$ cat src/plsr_pkg.sv
// Purpose: constants and carriers for the status/receive port
// Assumes: 100 MHz aclk, axi4-lite register access
// Notes:   codes on the two control lines and the eight data lines
package plsr_pkg;

    localparam logic [1:0] CTL_IDLE    = 2'h0;
    localparam logic [1:0] CTL_STATUS  = 2'h1;
    localparam logic [1:0] CTL_RECEIVE = 2'h2;

    localparam logic [7:0] DATA_ON     = 8'hff;
    localparam logic [7:0] CODE_LOW    = 8'h00;
    localparam logic [7:0] CODE_MID    = 8'h40;
    localparam logic [7:0] CODE_HIGH   = 8'h50;

    localparam logic [3:0] PAIRS_FLAGS = 4'h2;
    localparam logic [3:0] PAIRS_FULL  = 4'h8;
    localparam logic [3:0] PAIR_LAST   = 4'h7;

    localparam logic [3:0] NODE_ID_REG_ADDR = 4'h0;

    localparam logic [3:0] OFS_CTRL    = 4'h0;
    localparam logic [3:0] OFS_REGREQ  = 4'h4;
    localparam logic [3:0] OFS_STATUS  = 4'h8;
    localparam logic [3:0] OFS_RXCOUNT = 4'hc;

    localparam logic [31:0] CTRL_RESET = 32'h0000_0001;

    localparam logic [1:0] RESP_OKAY   = 2'h0;
    localparam logic [1:0] RESP_SLVERR = 2'h2;

    typedef enum logic [1:0] {
        SPEED_LOW,
        SPEED_MID,
        SPEED_HIGH,
        SPEED_RSVD
    } plsr_speed_e;

    // status flag events from the serial-bus core, one-cycle pulses
    typedef struct packed {
        logic intr;
        logic bus_reset;
        logic sub_gap;
        logic arb_gap;
    } plsr_evt_s;

    // receive stream from the serial-bus core
    typedef struct packed {
        logic        prefix;
        logic        speed_vld;
        plsr_speed_e speed;
        logic        dvalid;
        logic [7:0]  data;
        logic        data_end;
    } plsr_rx_s;

    // register report request: address and contents
    typedef struct packed {
        logic       req;
        logic [3:0] addr;
        logic [7:0] data;
    } plsr_reg_s;

endpackage

$ cat src/plsr_port.sv
// Purpose: phy side of the link interface, status transfer and receive
// Assumes: serial-bus core inputs are synchronous to aclk
// Notes:   control and data lines are driven by this block at all times
//
// Our own choices: the address map and the AXI4-Lite slave port.
`timescale 1ns/1ps

module plsr_port #(
    parameter int CNT_W = 16
) (
    input  wire logic                aclk,
    input  wire logic                aresetn,
    input  wire logic [3:0]          s_axi_awaddr,
    input  wire logic                s_axi_awvalid,
    output logic                     s_axi_awready,
    input  wire logic [31:0]         s_axi_wdata,
    input  wire logic [3:0]          s_axi_wstrb,
    input  wire logic                s_axi_wvalid,
    output logic                     s_axi_wready,
    output logic [1:0]               s_axi_bresp,
    output logic                     s_axi_bvalid,
    input  wire logic                s_axi_bready,
    input  wire logic [3:0]          s_axi_araddr,
    input  wire logic                s_axi_arvalid,
    output logic                     s_axi_arready,
    output logic [31:0]              s_axi_rdata,
    output logic [1:0]               s_axi_rresp,
    output logic                     s_axi_rvalid,
    input  wire logic                s_axi_rready,
    input  wire plsr_pkg::plsr_evt_s evt,
    input  wire plsr_pkg::plsr_rx_s  rx,
    input  wire plsr_pkg::plsr_reg_s reg_read,
    input  wire logic                selfid_done,
    input  wire logic [7:0]          node_id_reg,
    output logic [1:0]               interface_control_lines,
    output logic [7:0]               link_data
);

    typedef enum logic [1:0] {
        ST_IDLE,
        ST_STATUS,
        ST_RX_ON,
        ST_RX_DATA
    } plsr_state_e;

    function automatic logic [7:0] speed_code(input plsr_pkg::plsr_speed_e s);
        unique case (s)
            plsr_pkg::SPEED_LOW:  speed_code = plsr_pkg::CODE_LOW;
            plsr_pkg::SPEED_MID:  speed_code = plsr_pkg::CODE_MID;
            plsr_pkg::SPEED_HIGH: speed_code = plsr_pkg::CODE_HIGH;
            plsr_pkg::SPEED_RSVD: speed_code = plsr_pkg::CODE_HIGH;
        endcase
    endfunction

    ////////////////////////////////////////////////////////////////////////
    // register bus
    logic [31:0]      ctrl_r;
    logic             aw_got_r;
    logic             w_got_r;
    logic [3:0]       awaddr_r;
    logic [31:0]      wdata_r;
    logic [3:0]       wstrb_r;
    logic [CNT_W-1:0] rx_count_r;
    logic [3:0]       flags_r;
    logic             reg_pend_r;
    logic [3:0]       reg_addr_r;
    logic [7:0]       reg_data_r;
    plsr_state_e      state_r;

    wire        aw_take   = s_axi_awvalid && s_axi_awready;
    wire        w_take    = s_axi_wvalid && s_axi_wready;
    wire        aw_have   = aw_got_r || aw_take;
    wire        w_have    = w_got_r || w_take;
    wire        wr_fire   = aw_have && w_have && !s_axi_bvalid;
    wire [3:0]  wr_addr   = aw_got_r ? awaddr_r : s_axi_awaddr;
    wire [31:0] wr_data   = w_got_r ? wdata_r : s_axi_wdata;
    wire [3:0]  wr_strb   = w_got_r ? wstrb_r : s_axi_wstrb;
    wire        wr_ctrl   = wr_fire && wr_addr == plsr_pkg::OFS_CTRL;
    wire        wr_regreq = wr_fire && wr_addr == plsr_pkg::OFS_REGREQ
                            && wr_strb[0] && wr_strb[1];
    wire        wr_known  = wr_addr == plsr_pkg::OFS_CTRL
                            || wr_addr == plsr_pkg::OFS_REGREQ;
    wire        rd_take   = s_axi_arvalid && s_axi_arready;
    wire [31:0] status_word = {25'h0, state_r, reg_pend_r, flags_r};
    wire        rd_known  = s_axi_araddr == plsr_pkg::OFS_CTRL
                            || s_axi_araddr == plsr_pkg::OFS_STATUS
                            || s_axi_araddr == plsr_pkg::OFS_RXCOUNT;
    wire [31:0] rd_mux    =
        s_axi_araddr == plsr_pkg::OFS_CTRL    ? ctrl_r :
        s_axi_araddr == plsr_pkg::OFS_STATUS  ? status_word :
        s_axi_araddr == plsr_pkg::OFS_RXCOUNT ?
            {{(32-CNT_W){1'b0}}, rx_count_r} : 32'h0;

    assign s_axi_awready = !aw_got_r && !s_axi_bvalid;
    assign s_axi_wready  = !w_got_r && !s_axi_bvalid;
    assign s_axi_arready = !s_axi_rvalid;

    always_ff @(posedge aclk) begin
        if (!aresetn) begin
            aw_got_r     <= 1'b0;
            w_got_r      <= 1'b0;
            awaddr_r     <= 4'h0;
            wdata_r      <= 32'h0;
            wstrb_r      <= 4'h0;
            ctrl_r       <= plsr_pkg::CTRL_RESET;
            s_axi_bvalid <= 1'b0;
            s_axi_bresp  <= plsr_pkg::RESP_OKAY;
            s_axi_rvalid <= 1'b0;
            s_axi_rdata  <= 32'h0;
            s_axi_rresp  <= plsr_pkg::RESP_OKAY;
        end else begin
            aw_got_r <= aw_have && !wr_fire;
            w_got_r  <= w_have && !wr_fire;
            if (aw_take) awaddr_r <= s_axi_awaddr;
            if (w_take) begin
                wdata_r <= s_axi_wdata;
                wstrb_r <= s_axi_wstrb;
            end
            if (wr_ctrl && wr_strb[0]) ctrl_r[7:0] <= wr_data[7:0];
            if (wr_fire) begin
                s_axi_bvalid <= 1'b1;
                s_axi_bresp  <= wr_known ? plsr_pkg::RESP_OKAY
                                         : plsr_pkg::RESP_SLVERR;
            end else if (s_axi_bready) begin
                s_axi_bvalid <= 1'b0;
            end
            if (rd_take) begin
                s_axi_rvalid <= 1'b1;
                s_axi_rdata  <= rd_mux;
                s_axi_rresp  <= rd_known ? plsr_pkg::RESP_OKAY
                                         : plsr_pkg::RESP_SLVERR;
            end else if (s_axi_rready) begin
                s_axi_rvalid <= 1'b0;
            end
        end
    end

    ////////////////////////////////////////////////////////////////////////
    // pending status and register report
    logic [3:0]  pair_r;
    logic        full_r;
    logic [15:0] word_r;
    logic [1:0]  ctl_r;
    logic [7:0]  data_r;

    wire        stat_en    = ctrl_r[0];
    wire        in_status  = state_r == ST_STATUS;
    wire        in_idle    = state_r == ST_IDLE;
    wire        in_rx_on   = state_r == ST_RX_ON;
    wire        in_rx_data = state_r == ST_RX_DATA;
    // a transfer only opens after a cycle of idle already on the lines
    wire        stat_go    = in_idle && !rx.prefix && stat_en
                             && ctl_r == plsr_pkg::CTL_IDLE
                             && (flags_r != 4'h0 || reg_pend_r);
    wire [15:0] live_word  = {reg_data_r, reg_addr_r, flags_r};
    wire        stat_cont  = in_status && !rx.prefix
                             && pair_r != (full_r ? plsr_pkg::PAIRS_FULL
                                                  : plsr_pkg::PAIRS_FLAGS);
    wire [15:0] drv_word   = stat_go ? live_word : word_r;
    wire [3:0]  drv_pair   = stat_go ? 4'h0 : pair_r;
    wire [1:0]  drv_bits   = drv_word[{drv_pair[2:0], 1'b0} +: 2];
    wire        drive_st   = stat_go || stat_cont;
    // flags leave the pending set as their pair goes out
    wire [3:0]  flag_clr   = {4{drive_st}} & {
                                 {2{drv_pair == 4'h1}} & word_r[3:2],
                                 {2{drv_pair == 4'h0}} & drv_word[1:0]};
    wire        reg_done   = stat_cont && full_r
                             && pair_r == plsr_pkg::PAIR_LAST;
    wire [3:0]  flag_set   = {evt.intr, evt.bus_reset,
                              evt.sub_gap, evt.arb_gap};
    wire        new_reg    = selfid_done || reg_read.req || wr_regreq;
    wire [3:0]  new_addr   = selfid_done ? plsr_pkg::NODE_ID_REG_ADDR :
                             reg_read.req ? reg_read.addr : wr_data[3:0];
    wire [7:0]  new_data   = selfid_done ? node_id_reg :
                             reg_read.req ? reg_read.data : wr_data[15:8];
    wire        reg_load   = new_reg && (!reg_pend_r || reg_done);

    always_ff @(posedge aclk) begin
        if (!aresetn) begin
            flags_r    <= 4'h0;
            reg_pend_r <= 1'b0;
            reg_addr_r <= 4'h0;
            reg_data_r <= 8'h0;
        end else begin
            flags_r <= (flags_r & ~flag_clr) | flag_set;
            if (reg_load) begin
                reg_pend_r <= 1'b1;
                reg_addr_r <= new_addr;
                reg_data_r <= new_data;
            end else if (reg_done) begin
                reg_pend_r <= 1'b0;
            end
        end
    end

    ////////////////////////////////////////////////////////////////////////
    // interface line sequencer
    plsr_state_e state_nxt;
    logic [1:0]  ctl_nxt;
    logic [7:0]  data_nxt;

    always_comb begin
        state_nxt = state_r;
        ctl_nxt   = plsr_pkg::CTL_IDLE;
        data_nxt  = 8'h00;
        if (rx.prefix && (in_idle || in_status)) begin
            state_nxt = ST_RX_ON;
            ctl_nxt   = plsr_pkg::CTL_RECEIVE;
            data_nxt  = plsr_pkg::DATA_ON;
        end else if (drive_st) begin
            state_nxt = ST_STATUS;
            ctl_nxt   = plsr_pkg::CTL_STATUS;
            data_nxt  = {6'h00, drv_bits[1], drv_bits[0]};
        end else if (in_status) begin
            state_nxt = ST_IDLE;
        end else if (in_rx_on) begin
            if (rx.data_end) begin
                state_nxt = ST_IDLE;
            end else if (rx.speed_vld) begin
                state_nxt = ST_RX_DATA;
                ctl_nxt   = plsr_pkg::CTL_RECEIVE;
                data_nxt  = speed_code(rx.speed);
            end else begin
                ctl_nxt   = plsr_pkg::CTL_RECEIVE;
                data_nxt  = plsr_pkg::DATA_ON;
            end
        end else if (in_rx_data) begin
            if (rx.data_end) begin
                state_nxt = ST_IDLE;
            end else begin
                ctl_nxt   = plsr_pkg::CTL_RECEIVE;
                data_nxt  = rx.dvalid ? rx.data : data_r;
            end
        end
    end

    always_ff @(posedge aclk) begin
        if (!aresetn) begin
            state_r    <= ST_IDLE;
            ctl_r      <= plsr_pkg::CTL_IDLE;
            data_r     <= 8'h00;
            pair_r     <= 4'h0;
            full_r     <= 1'b0;
            word_r     <= 16'h0;
            rx_count_r <= '0;
        end else begin
            state_r <= state_nxt;
            ctl_r   <= ctl_nxt;
            data_r  <= data_nxt;
            if (stat_go) begin
                word_r <= live_word;
                full_r <= reg_pend_r;
                pair_r <= 4'h1;
            end else if (stat_cont) begin
                pair_r <= pair_r + 4'h1;
            end
            if ((in_rx_on || in_rx_data) && rx.data_end)
                rx_count_r <= rx_count_r + 1'b1;
        end
    end

    assign interface_control_lines = ctl_r;
    assign link_data               = data_r;

    ////////////////////////////////////////////////////////////////////////
    // checks
    chk_status_start: assert property (@(posedge aclk) disable iff (!aresetn)
        stat_go |=> ctl_r == plsr_pkg::CTL_STATUS
                    && $past(ctl_r) == plsr_pkg::CTL_IDLE)
        else $error("status started without idle before");
    chk_status_gap: assert property (@(posedge aclk) disable iff (!aresetn)
        (ctl_r == plsr_pkg::CTL_STATUS && state_r == ST_IDLE)
        |=> ctl_r != plsr_pkg::CTL_STATUS)
        else $error("back to back status transfers");
    chk_flags_len: assert property (@(posedge aclk) disable iff (!aresetn)
        (stat_go && !reg_pend_r) ##1 (!rx.prefix)[*2]
        |-> ctl_r == plsr_pkg::CTL_STATUS
            && $past(ctl_r) == plsr_pkg::CTL_STATUS ##1
            ctl_r == plsr_pkg::CTL_IDLE)
        else $error("flag transfer not two cycles");
    chk_full_len: assert property (@(posedge aclk) disable iff (!aresetn)
        (stat_go && reg_pend_r) ##1 (!rx.prefix)[*8]
        |-> ctl_r == plsr_pkg::CTL_STATUS
            && $past(ctl_r) == plsr_pkg::CTL_STATUS ##1
            ctl_r == plsr_pkg::CTL_IDLE)
        else $error("register transfer not eight cycles");
    chk_rx_dataon: assert property (@(posedge aclk) disable iff (!aresetn)
        (rx.prefix && (in_idle || in_status)) |=>
        ctl_r == plsr_pkg::CTL_RECEIVE && data_r == plsr_pkg::DATA_ON)
        else $error("receive start without data-on");
    chk_rx_idle: assert property (@(posedge aclk) disable iff (!aresetn)
        ($past(ctl_r) == plsr_pkg::CTL_RECEIVE
         && ctl_r != plsr_pkg::CTL_RECEIVE)
        |-> ctl_r == plsr_pkg::CTL_IDLE)
        else $error("receive not followed by idle");
    chk_speed_after_on: assert property (@(posedge aclk)
        disable iff (!aresetn)
        (ctl_r == plsr_pkg::CTL_RECEIVE && in_rx_data
         && $past(state_r) == ST_RX_ON)
        |-> $past(data_r) == plsr_pkg::DATA_ON)
        else $error("speed code without prior data-on");
    chk_reg_kept: assert property (@(posedge aclk) disable iff (!aresetn)
        (in_status && full_r && rx.prefix && pair_r <= plsr_pkg::PAIR_LAST)
        |=> reg_pend_r)
        else $error("interrupted register report dropped");
    chk_flag_sent: assert property (@(posedge aclk) disable iff (!aresetn)
        (stat_go && flags_r[0] && !evt.arb_gap) |=> !flags_r[0])
        else $error("driven flag left pending");
    cov_flags: cover property (@(posedge aclk) disable iff (!aresetn)
        stat_go && !reg_pend_r);
    cov_full: cover property (@(posedge aclk) disable iff (!aresetn)
        reg_done);
    cov_abort: cover property (@(posedge aclk) disable iff (!aresetn)
        in_status && rx.prefix);
    cov_null: cover property (@(posedge aclk) disable iff (!aresetn)
        in_rx_on && rx.data_end);

endmodule // plsr_port

$ cat config.mk
export PLATFORM = sky130hd
export DESIGN_NAME = plsr_port
export DESIGN_NICKNAME = d
export VERILOG_FILES = /design/src/plsr_pkg.sv /design/src/plsr_port.sv
export SDC_FILE = /design/constraint.sdc
export NUM_CORES = 1
export LEC_CHECK = 0
export ABC_AREA = 1
export BUFFER_PORTS_ARGS = -buffer_cell sky130_fd_sc_hd__buf_2
export CAP_MARGIN = 5
export CORE_AREA = 2 2 119 121
export CTS_CLUSTER_DIAMETER = 60
export DETAILED_ROUTE_END_ITERATION = 7
export DIE_AREA = 0 0 121 123
export HOLD_SLACK_MARGIN = 0.12
export PLACE_DENSITY = 0.71
export SLEW_MARGIN = 25
export SYNTH_ARGS = -nofsm -noshare
export SYNTH_HDL_FRONTEND = slang
export SYNTH_SLANG_ARGS = --single-unit
$ cat constraint.sdc
create_clock -name aclk -period 1.97 [get_ports aclk]
set_input_delay 0.197 -clock aclk [delete_from_list [all_inputs] [get_ports aclk]]
set_output_delay 0.197 -clock aclk [all_outputs]
set_load 0.05 [all_outputs]
# ---- Word-level counts from Yosys, hierarchy flattened
# Index checks and enable logic that the tools add are counted.
dict set report word_totals {
  regBits 136
}
dict set report op_classes {
  n_bitwise 7
  n_mux 47
  n_eq_ne 13
  reduce_logical 66
  n_addsub 2
  shift 1
}
# cell count
set ops {}
lappend ops {{$mux 8} 11}
lappend ops {{$mux 16} 5}
lappend ops {{$mux 2} 17}
lappend ops {{$logic_and 1x1->1} 25}
lappend ops {{$pmux 8 s3} 1}
lappend ops {{$mux 4} 5}
lappend ops {{$add 16x1->16 const B} 1}
lappend ops {{$reduce_bool 4->1} 4}
lappend ops {{$shiftx 16x5->2} 1}
lappend ops {{$reduce_bool 5->1} 3}
lappend ops {{$logic_not 4->1} 3}
lappend ops {{$logic_or 1x1->1} 12}
lappend ops {{$and 4x4->4} 2}
lappend ops {{$eq 2x2->1 const B} 4}
lappend ops {{$eq 4x3->1 const B} 2}
lappend ops {{$eq 4x4->1 const B} 2}
lappend ops {{$mux 1} 8}
lappend ops {{$reduce_bool 2->1} 4}
lappend ops {{$logic_not 1->1} 7}
lappend ops {{$ne 7x5->1 const B} 1}
lappend ops {{$logic_not 2->1} 3}
lappend ops {{$reduce_and 3->1} 2}
lappend ops {{$reduce_or 2->1} 3}
lappend ops {{$add 4x1->4 const B} 1}
lappend ops {{7 further kinds} 9}

# ---- Logic depth before layout (Yosys ltp)
# Gate-level depths: netlist (run 1).
dict set report depth {
  depth_word 12
  ltp_mapped 14
  depth_no_buf 14
}

# ---- Worst setup path before layout (run 1)
# Ideal clock, no wire load.
dict set report synth_path {
  path_kind {reg-to-reg}
  startpoint {register s_axi_bvalid}
  endpoint {register reg_data_r[5]}
  arrival_time_ns 2.297
  required_time_ns 1.858
  setup_slack_ns -0.439
  path_stages_with_launch 12
  period_less_slack_ns 2.409
  cell_sequence {dfxtp_1 > nor2_1 > nand2_1 > nand2_1 > nand2_2 > nor2_4 > nand3_2 > nand2_2 > buf_4 > nand3_1 > nand2_1 > nor2_2}
}
dict set report synth_between {
  elab_chain_len 11
}
# item line
set synth_rtl {}
lappend synth_rtl {{from (decl)} plsr_port.sv:21} ;# output logic s_axi_bvalid,
lappend synth_rtl {{from (signal assigned)} plsr_port.sv:106} ;# s_axi_bvalid <= 1'b0;
lappend synth_rtl {{from (signal assigned)} plsr_port.sv:121} ;# s_axi_bvalid <= 1'b1;
lappend synth_rtl {{from (signal assigned)} plsr_port.sv:125} ;# s_axi_bvalid <= 1'b0;
lappend synth_rtl {{$logic_not 1->1} plsr_port.sv:95} ;# assign s_axi_wready = !w_got_r && !s_axi_bvalid;
lappend synth_rtl {{$logic_and 1x1->1} plsr_port.sv:95}
lappend synth_rtl {{via s_axi_wready} plsr_port.sv:19} ;# output logic s_axi_wready,
lappend synth_rtl {{$logic_and 1x1->1} plsr_port.sv:71} ;# wire w_take = s_axi_wvalid && s_axi_wready;
lappend synth_rtl {{$logic_or 1x1->1} plsr_port.sv:73} ;# wire w_have = w_got_r || w_take;
lappend synth_rtl {{$logic_and 1x1->1 (2 in series)} plsr_port.sv:74} ;# wire wr_fire = aw_have && w_have && !s_axi_bvalid;
lappend synth_rtl {{$logic_and 1x1->1} plsr_port.sv:79} ;# wire wr_regreq = wr_fire && wr_addr == plsr_pkg::OFS_REGREQ
lappend synth_rtl {{$logic_and 1x1->1 (2 in series)} plsr_port.sv:80} ;# && wr_strb[0] && wr_strb[1];
lappend synth_rtl {{$logic_or 1x1->1} plsr_port.sv:171} ;# wire new_reg = selfid_done || reg_read.req || wr_regreq;
lappend synth_rtl {{$logic_and 1x1->1} plsr_port.sv:176} ;# wire reg_load = new_reg && (!reg_pend_r || reg_done);
lappend synth_rtl {{to (signal assigned)} plsr_port.sv:189} ;# reg_data_r <= new_data;
lappend synth_rtl {{to (decl)} plsr_port.sv:67} ;# logic [7:0] reg_data_r;
# The timed path passes the listed nets, and every way through them passes these cells.
# A chain may end at the register's enable or synchronous reset.

# ---- Worst setup path after layout (run 1)
dict set report layout_path {
  startpoint {register state_r[0]}
  endpoint {register flags_r[1]}
}
dict set report layout_between {
  elab_chain_len 12
}
# item line
set layout_rtl {}
lappend layout_rtl {{from (decl)} plsr_port.sv:68} ;# plsr_state_e state_r;
lappend layout_rtl {{from (signal assigned)} plsr_port.sv:247} ;# state_r <= state_nxt;
lappend layout_rtl {{$logic_not 2->1} plsr_port.sv:148} ;# wire in_idle = state_r == ST_IDLE;
lappend layout_rtl {{$logic_and 1x1->1 (2 in series)} plsr_port.sv:152} ;# wire stat_go = in_idle && !rx.prefix && stat_en
lappend layout_rtl {{$logic_and 1x1->1} plsr_port.sv:153} ;# && ctl_r == plsr_pkg::CTL_IDLE
lappend layout_rtl {{$logic_and 1x1->1} plsr_port.sv:154} ;# && (flags_r != 4'h0 || reg_pend_r);
lappend layout_rtl {{$mux 4} plsr_port.sv:160} ;# wire [3:0] drv_pair = stat_go ? 4'h0 : pair_r;
lappend layout_rtl {{$logic_not 4->1} plsr_port.sv:166} ;# {2{drv_pair == 4'h0}} & drv_word[1:0]};
lappend layout_rtl {{$and 2x2->2} plsr_port.sv:166}
lappend layout_rtl {{$and 4x4->4 (*)} plsr_port.sv:164} ;# wire [3:0] flag_clr = {4{drive_st}} & {
lappend layout_rtl {{$not 4->4 (*)} plsr_port.sv:185} ;# flags_r <= (flags_r & ~flag_clr) | flag_set;
lappend layout_rtl {{$and 4x4->4 (*)} plsr_port.sv:185}
lappend layout_rtl {{$or 4x4->4 (*)} plsr_port.sv:185}
lappend layout_rtl {{to (signal assigned)} plsr_port.sv:185}
lappend layout_rtl {{to (decl)} plsr_port.sv:64} ;# logic [3:0] flags_r;
# Mark *: on every way between the ends. The rest lies on a longest branch, timed or not.

==> results.ini, run 1 <==
[floorplan]
core_area_um2=13600
rows=43
fp.dieArea_um2=14900
start_util=0.419
boundaryPins=142
fp.dieW_um=121
die_y_um=123

[detailed_routing]
first_iter_violations=404
final_antenna_net_count=0
drc=0
routedWlPerCell_um=12.6
drtPass1Iterations=4
via_per_inst=4.84
wirelength_mm=14.9
vias=5741

[logic_synthesis]
synth_cell_types=41
yosys_warnings=0
ys_ff_latch=118
synth_flop_cell=dfxtp_1
mappedNetlistArea_um2=5700
synthCells=831
synth_edf_count=0
ys_seq_area_frac=0.414
synthArstFlopShare=0
syn_area_per_cell_um2=6.86

[timing]
tightest_slew_ns=0.539
tns_ns=0
holdWs_ns=0.139
fmax_mhz=538
slew_headroom=0.639
final_hold_viol_count=0
rsz0062_at_grt=yes
period_share=0.944
finalCriticalPeriod_ns=1.86
slew_violations=0
setup_viol=0
skew_ns=0.00855

[global_routing]
grt_pass1_wl_mm=23.3
grt_max_degree=74
antenna_found_initial=0
overflow=0
track_usage=0.199
grt_pass1_vias=4865

[clock_network]
cts-buffers-inserted=17
htreeDepth=4
cts_tree=yes
cts-root-buf=clkbuf_16
cts.clk_slew.worst_paths_ns=0.05
clock_latency_ns=0.42
clock_path_buffers=2
cts_sinks=118

[place]
gp_congestion=0.875
port_buffers=105
hpwl_mm=10.2
place_area_um2=6520

[power_and_ir_drop]
ir_drop_uv=690
leakage_nw=3.39
p_total_mw=8.88
power.density_nw_per_um2=1170

[status]
status=finished clean

[setup_path]
endpoint_kind=flop
startpoint_type=flop
worstPathRequired_ns=2.25
ff2ff_setup_slack_ns=0.11
worstRegToRegCells=9
critical_path_class=reg2reg
worstPathArrival_ns=2.14
crit_fanout=8

[worst_hold_path]
hp-class=in2reg
holdPathStages=5

[cells_and_area]
nNetsFinal=1090
fin_area_um2=7610
drive_above_1_share=0.223
fillers=1317
areaGrowthSynthToFinish_pct=33.3
diodes=0
final_core_util=0.559

[job]
cap_violations=0

-- cells in the mapped netlist (2+ instances only) --
cell / instances / area, µm²
nand2_1: 151 / 567
nor2_1: 123 / 462
dfxtp_1: 118 / 2360
o21ai_0: 108 / 541
a21oi_1: 79 / 395
inv_1: 76 / 285
nand3_1: 47 / 235
clkbuf_1: 21 / 78.8
buf_4: 19 / 143
nor2_2: 12 / 75.1
nor3_1: 9 / 45.0
ha_1: 6 / 75.1
nand2_2: 6 / 37.5
o221ai_1: 6 / 52.6
buf_2: 4 / 20.0
clkinv_1: 4 / 15.0
inv_2: 4 / 15.0
nand4_1: 4 / 25.0
nand2_4: 3 / 33.8
nor2_4: 3 / 33.8
a211oi_1: 2 / 15.0
buf_1: 2 / 7.51
nand3_2: 2 / 20.0
nand3b_1: 2 / 15.0
o21a_1: 2 / 15.0
o21ai_1: 2 / 10.0
o31ai_1: 2 / 15.0
-- path summary, 6_finish.rpt --
path	from	endpoint
hold / removal	rx[3]	link_data[2]$_SDFFE_PN0P_
setup reg to reg	state_r[0]$_SDFFE_PP0P_	flags_r[1]$_SDFF_PN0_
hold reg to reg	wdata_r[15]$_SDFFE_PN0P_	wdata_r[15]$_SDFFE_PN0P_
setup / recovery	state_r[0]$_SDFFE_PP0P_	flags_r[1]$_SDFF_PN0_
-- layout make-up --
class                      count  area (µm²)  area share
timing repair buffer         172        1130       0.149
clock buffer                  24         482      0.0633
sequential                   118        2360       0.311
clock inverter                 8         145      0.0191
multi-input combinational    600        2930       0.386
tap                          180         225      0.0296
inverter                      84         322      0.0423
-- worst max-delay path, stage by stage (launching register included) --
cell and delay [ns]:
dfxtp_1 0.33, inv_2 0.09, ha_1 0.19, nand3_2 0.10, nor2_4 0.20, nand2_8 0.10, o21ai_1 0.25, nand3_1 0.18
o21ai_0 0.18, a21oi_1 0.09
-- report_power, final --
group | total (mW) | internal [mW] | switching (mW)
Clock | 3.27 | 2.21 | 1.06
Sequential | 2.95 | 2.74 | 0.214
Combinational | 2.66 | 0.884 | 1.77
Total | 8.88 | 5.83 | 3.05
-- repair_timing --
action	CTS	global route
setup endpoints to repair	0	40
hold endpoints to repair	31	0
resized for setup	0	30
setup buffers	0	6
hold buffers	31	0
-- state kept, by name, summed over array words and instances, names as in the netlist --
name and count:
reg_addr_r 4, full_r 1, s_axi_rdata 16, s_axi_bresp 1, interface_control_lines 2, ctrl_r 8, wstrb_r 2, awaddr_r 4
reg_data_r 8, reg_pend_r 1, flags_r 4, s_axi_bvalid 1, s_axi_rresp 1, pair_r 4, rx_count_r 16, s_axi_rvalid 1
w_got_r 1, state_r 2, link_data 8, wdata_r 16, aw_got_r 1, word_r 16
-- placed cells by master, fill, tap and decap left out, types with 2 or more instances in the layout --
| cell | count |
|---|---|
| nand2_1 | 150 |
| nor2_1 | 117 |
| dfxtp_1 | 116 |
| o21ai_0 | 105 |
| buf_2 | 105 |
| a21oi_1 | 79 |
| inv_1 | 71 |
| nand3_1 | 43 |
| buf_4 | 33 |
| dlygate4sd3_1 | 31 |
| conb_1 | 18 |
| clkbuf_16 | 17 |
| nor2_2 | 14 |
| nor3_1 | 8 |
| inv_2 | 7 |
| nor2_4 | 7 |
| nand2_2 | 6 |
| nand3_2 | 6 |
| o221ai_1 | 6 |
| o21ai_1 | 4 |
| nand2_4 | 4 |
| clkinv_1 | 4 |
| nand4_1 | 4 |
| ha_1 | 4 |
| clkbuf_1 | 4 |
| bufinv_16 | 4 |
| clkinvlp_4 | 3 |
| clkbuf_8 | 3 |
| a211oi_1 | 2 |
| nand3b_1 | 2 |
| o31ai_1 | 2 |
| o21a_1 | 2 |
| ha_2 | 2 |
| clkinv_2 | 2 |
| buf_12 | 2 |
| dfxtp_2 | 2 |
-- through the flow --
step | setup slack (ns) | instances
floorplan | 0.0511 | 848
global placement | 0.0779 | 1116
detailed placement | 0.0423 | 1116
CTS | 0.0250 | 1179
global route | -0.0405 | 1186
finish | 0.110 | 1186
-- layer usage --
metal  vias to the layer above  share of wire  track usage
met4                         0          0.018       0.0879
met1                      2563           0.47        0.258
met3                        22          0.050       0.0512
met5                         -              0            0
li1                       3013              -            -
met2                       143           0.46        0.312
-- kinds of logic (layout without fill, tap and decap cells) --
kind of cell             count (synthesis)  count (layout)  synth area share
AO/OA/AOI/OAI                          209             209             0.195
adder cells (fa/ha/maj)                  6               6            0.0132
buffers and inverters                  131             288             0.101
flip-flops                             118             118             0.414
multiplexers                             1               1           0.00175
other                                    1              18          0.000657
AND/OR/NAND/NOR                        365             366             0.275
No activity file was read; power rests on OpenSTA's default activity.
==> run 2: changes to the inputs <==
--- a/config.mk
+++ b/config.mk
@@ -8,12 +8,13 @@
 export ABC_AREA = 1
 export BUFFER_PORTS_ARGS = -buffer_cell sky130_fd_sc_hd__buf_2
 export CAP_MARGIN = 5
-export CORE_AREA = 2 2 119 121
+export CORE_AREA = 2 2 136 105
 export CTS_CLUSTER_DIAMETER = 60
 export DETAILED_ROUTE_END_ITERATION = 7
-export DIE_AREA = 0 0 121 123
+export DIE_AREA = 0 0 138 107
+export GPL_TIMING_DRIVEN = 0
 export HOLD_SLACK_MARGIN = 0.12
-export PLACE_DENSITY = 0.71
+export PLACE_DENSITY = 0.72
 export SLEW_MARGIN = 25
 export SYNTH_ARGS = -nofsm -noshare
 export SYNTH_HDL_FRONTEND = slang
==> run 2 against run 1 <==
  * Sequential power hardly changed
  * Largest power group is now sequential cells
  * Critical path depth is 3 higher
  * Fmax is 2.2% lower
==> results.ini, run 2 (synthesis results as in run 1) <==
[place]
gp_congestion=0.875  ; unchanged
hpwl_mm=11.5  ; was 10.2 mm
port_buffers=105  ; unchanged

[setup_path]
endpoint_kind=flop  ; unchanged
crit_path_frequent_cell=nor2_4
crit_fanout=4  ; was 8
slowest_stage=dfxtp_4  ; was dfxtp_1
worstRegToRegCells=12  ; was 9
worstPathRequired_ns=2.28  ; was 2.25 ns
slowest_delay_ns=0.36  ; was 0.33 ns
ff2ff_setup_slack_ns=0.07  ; was 0.11 ns
reg2reg_to=rx_count_r[15]$_SDFFE_PN0P_  ; was flags_r[1]$_SDFF_PN0_
worstPathArrival_ns=2.21  ; was 2.14 ns
cp_top_family=simple AND/OR/NAND/NOR gates  ; unchanged
rr_startpoint=state_r[0]$_SDFFE_PP0P_  ; unchanged
crit_buf_inv=1  ; unchanged
crit_chain=inv_4, ha_4, nor2_1, nor2_4, nand2_1, nor2_4, nand3_2, nor2_4, nand2_1, nor2_2, a21oi_1, o21a_1  ; was inv_2, ha_1, nand3_2, nor2_4, nand2_8, o21ai_1, nand3_1, o21ai_0, a21oi_1
startpoint_type=flop  ; unchanged
critical_path_class=reg2reg  ; unchanged

[power_and_ir_drop]
combPwrFrac=0.309  ; was 0.299
netSwitchingPower_mw=3.21  ; was 3.05 mW
power.density_nw_per_um2=1120  ; was 1170 nW/µm²
leakage_nw=3.40  ; was 3.39 nW
clock_power_share=0.343  ; was 0.368
power_frac_seq=0.347  ; was 0.332
ir_drop_uv=971  ; was 690 µV
p_int_mw=5.35  ; was 5.83 mW
swShare=0.375  ; was 0.343

[timing]
setup_viol=0  ; unchanged
finalCriticalPeriod_ns=1.90  ; was 1.86 ns
slew_violations=0  ; unchanged
period_share=0.965  ; was 0.944
tightest_slew_ns=0.760  ; was 0.539 ns
holdWs_ns=0.141  ; was 0.139 ns
final_hold_viol_count=0  ; unchanged
fmax_mhz=526  ; was 538 MHz
rsz0062_at_grt=yes  ; unchanged
skew_ns=0.00777  ; was 0.00855 ns
slew_headroom=0.494  ; was 0.639

[global_routing]
overflow=0  ; unchanged
track_usage=0.212  ; was 0.199
antenna_found_initial=0  ; unchanged
grt_pass1_wl_mm=25.3  ; was 23.3 mm
grt_pass1_vias=5309  ; was 4865
grt_max_degree=17  ; was 74

[cells_and_area]
areaGrowthSynthToFinish_pct=33.7  ; was 33.3%
fillers=1316  ; was 1317
drive_above_1_share=0.223  ; about the same
nNetsFinal=1109  ; was 1090
final_common_cell=nand2_1  ; unchanged
diodes=0  ; unchanged
final_cell_mix=nand2_1 (151), nor2_1 (116), dfxtp_1 (115), buf_2 (105), o21ai_0 (101)  ; was nand2_1 (150), nor2_1 (117), dfxtp_1 (116), o21ai_0 (105), buf_2 (105)
final_core_util=0.568  ; was 0.559

[status]
status=finished clean  ; unchanged

[floorplan]
fp.dieArea_um2=14800  ; was 14900 µm²
die_y_um=107  ; was 123 µm
core_area_um2=13400  ; was 13600 µm²
boundaryPins=142  ; unchanged
fp.dieW_um=138  ; was 121 µm
rows=37  ; was 43
start_util=0.425  ; was 0.419

[detailed_routing]
drtPass1Iterations=5  ; was 4
via_per_inst=4.92  ; was 4.84
routedWlPerCell_um=13.5  ; was 12.6 µm
drc=0  ; unchanged
final_antenna_net_count=0  ; unchanged
wirelength_mm=16.2  ; was 14.9 mm
vias=5904  ; was 5741
first_iter_violations=404  ; unchanged

[worst_hold_path]
hp-class=in2reg  ; unchanged
worstHoldStart=rx[4]  ; was rx[3]
hold_end=link_data[3]$_SDFFE_PN0P_  ; was link_data[2]$_SDFFE_PN0P_
holdPathStages=5  ; unchanged

[clock_network]
cts.clk_slew.worst_paths_ns=0.06  ; was 0.05 ns
cts_sinks=118  ; unchanged
clock_path_buffers=2  ; unchanged
cts-buffers-inserted=17  ; unchanged
cts-root-buf=clkbuf_16  ; unchanged
cts_tree=yes  ; unchanged
htreeDepth=4  ; unchanged
clock_latency_ns=0.42  ; about the same

[job]
cap_violations=0  ; unchanged

run 2: cell types whose count changed in the layout (fill, tap and decap cells not counted), moves of 4 or more:
| cell | delta |
|---|---|
| o21ai_0 | -4 |
| o21ai_1 | +4 |
| inv_6 | +5 |
| buf_4 | -6 |
| clkbuf_1 | +14 |
run 2: layer usage:
metal / up-vias / GRT usage / share of wire / routed length, µm
li1: 3052 / - / - / -
met1: 2642 / 0.292 / 0.49 / 7910
met2: 188 / 0.331 / 0.44 / 7050
met3: 22 / 0.0545 / 0.063 / 1030
met4: 0 / 0.0605 / 0.013 / 208
met5: - / 0 / 0 / 0
run 2: through the flow:
stage	std cells	setup slack (ns)	instance area (µm²)	TNS [ns]	total power, mW
after global routing	1199	-0.0313	7630	-0.110	8.99
after floorplan	848	0.0511	5780	0	4.77
after detailed placement	1128	-0.187	6530	-4.04	5.37
after global placement	1128	-0.188	6530	-3.35	5.35
final	1199	0.0683	7630	0	8.56
after CTS	1194	-0.00917	7460	-0.00917	8.42
run 2: cell type report:
class	count	area [µm²]	share of cell area
Multi-Input combinational cell	600	2960	0.388
Sequential cell	118	2370	0.311
Timing Repair Buffer	144	910	0.119
Clock buffer	18	439	0.0576
Inverter	84	328	0.0430
Buffer	47	282	0.0369
Tap cell	175	219	0.0287
Clock inverter	13	123	0.0161
run 2: worst min-delay path, delay by kind of cell:
| family | cells | cell delay [ns] |
|---|---|---|
| buf+inv | 1 | 0.10 |
| compound gates | 1 | 0.06 |
| simple gates | 3 | 0.15 |
run 2: power groups by stage:
stage | Combinational [mW] | Sequential, mW | Clock [mW]
2_1_floorplan | 1.43 | 3.34 | 0
3_3_place_gp | 2.36 | 2.99 | 0
3_5_place_dp | 2.38 | 2.99 | 0
4_1_cts | 2.50 | 2.95 | 2.98
5_1_grt | 2.91 | 3.02 | 3.07
6_report | 2.65 | 2.97 | 2.94
run 2: worst max-delay path by stage:
stage,from,to,cells after the start
6_report,state_r[0]$_SDFFE_PP0P_,rx_count_r[15]$_SDFFE_PN0P_,12
4_1_cts,state_r[1]$_SDFFE_PN0P_,reg_data_r[5]$_SDFFE_PN0P_,12
3_3_place_gp,state_r[1]$_SDFFE_PN0P_,reg_data_r[5]$_SDFFE_PN0P_,12
3_5_place_dp,state_r[1]$_SDFFE_PN0P_,reg_data_r[5]$_SDFFE_PN0P_,12
2_1_floorplan,s_axi_bvalid$_SDFFE_PN0P_,reg_data_r[5]$_SDFFE_PN0P_,13
5_1_grt,state_r[0]$_SDFFE_PP0P_,rx_count_r[15]$_SDFFE_PN0P_,12
run 2: repair_timing:
item                       4_1_cts  5_1_grt
hold buffers                    30        0
cloned                           0        1
pin swaps                        4        6
resized for setup               16       39
setup endpoints to repair       30       40
buffers inserted                 5        4
hold endpoints to repair        30        0
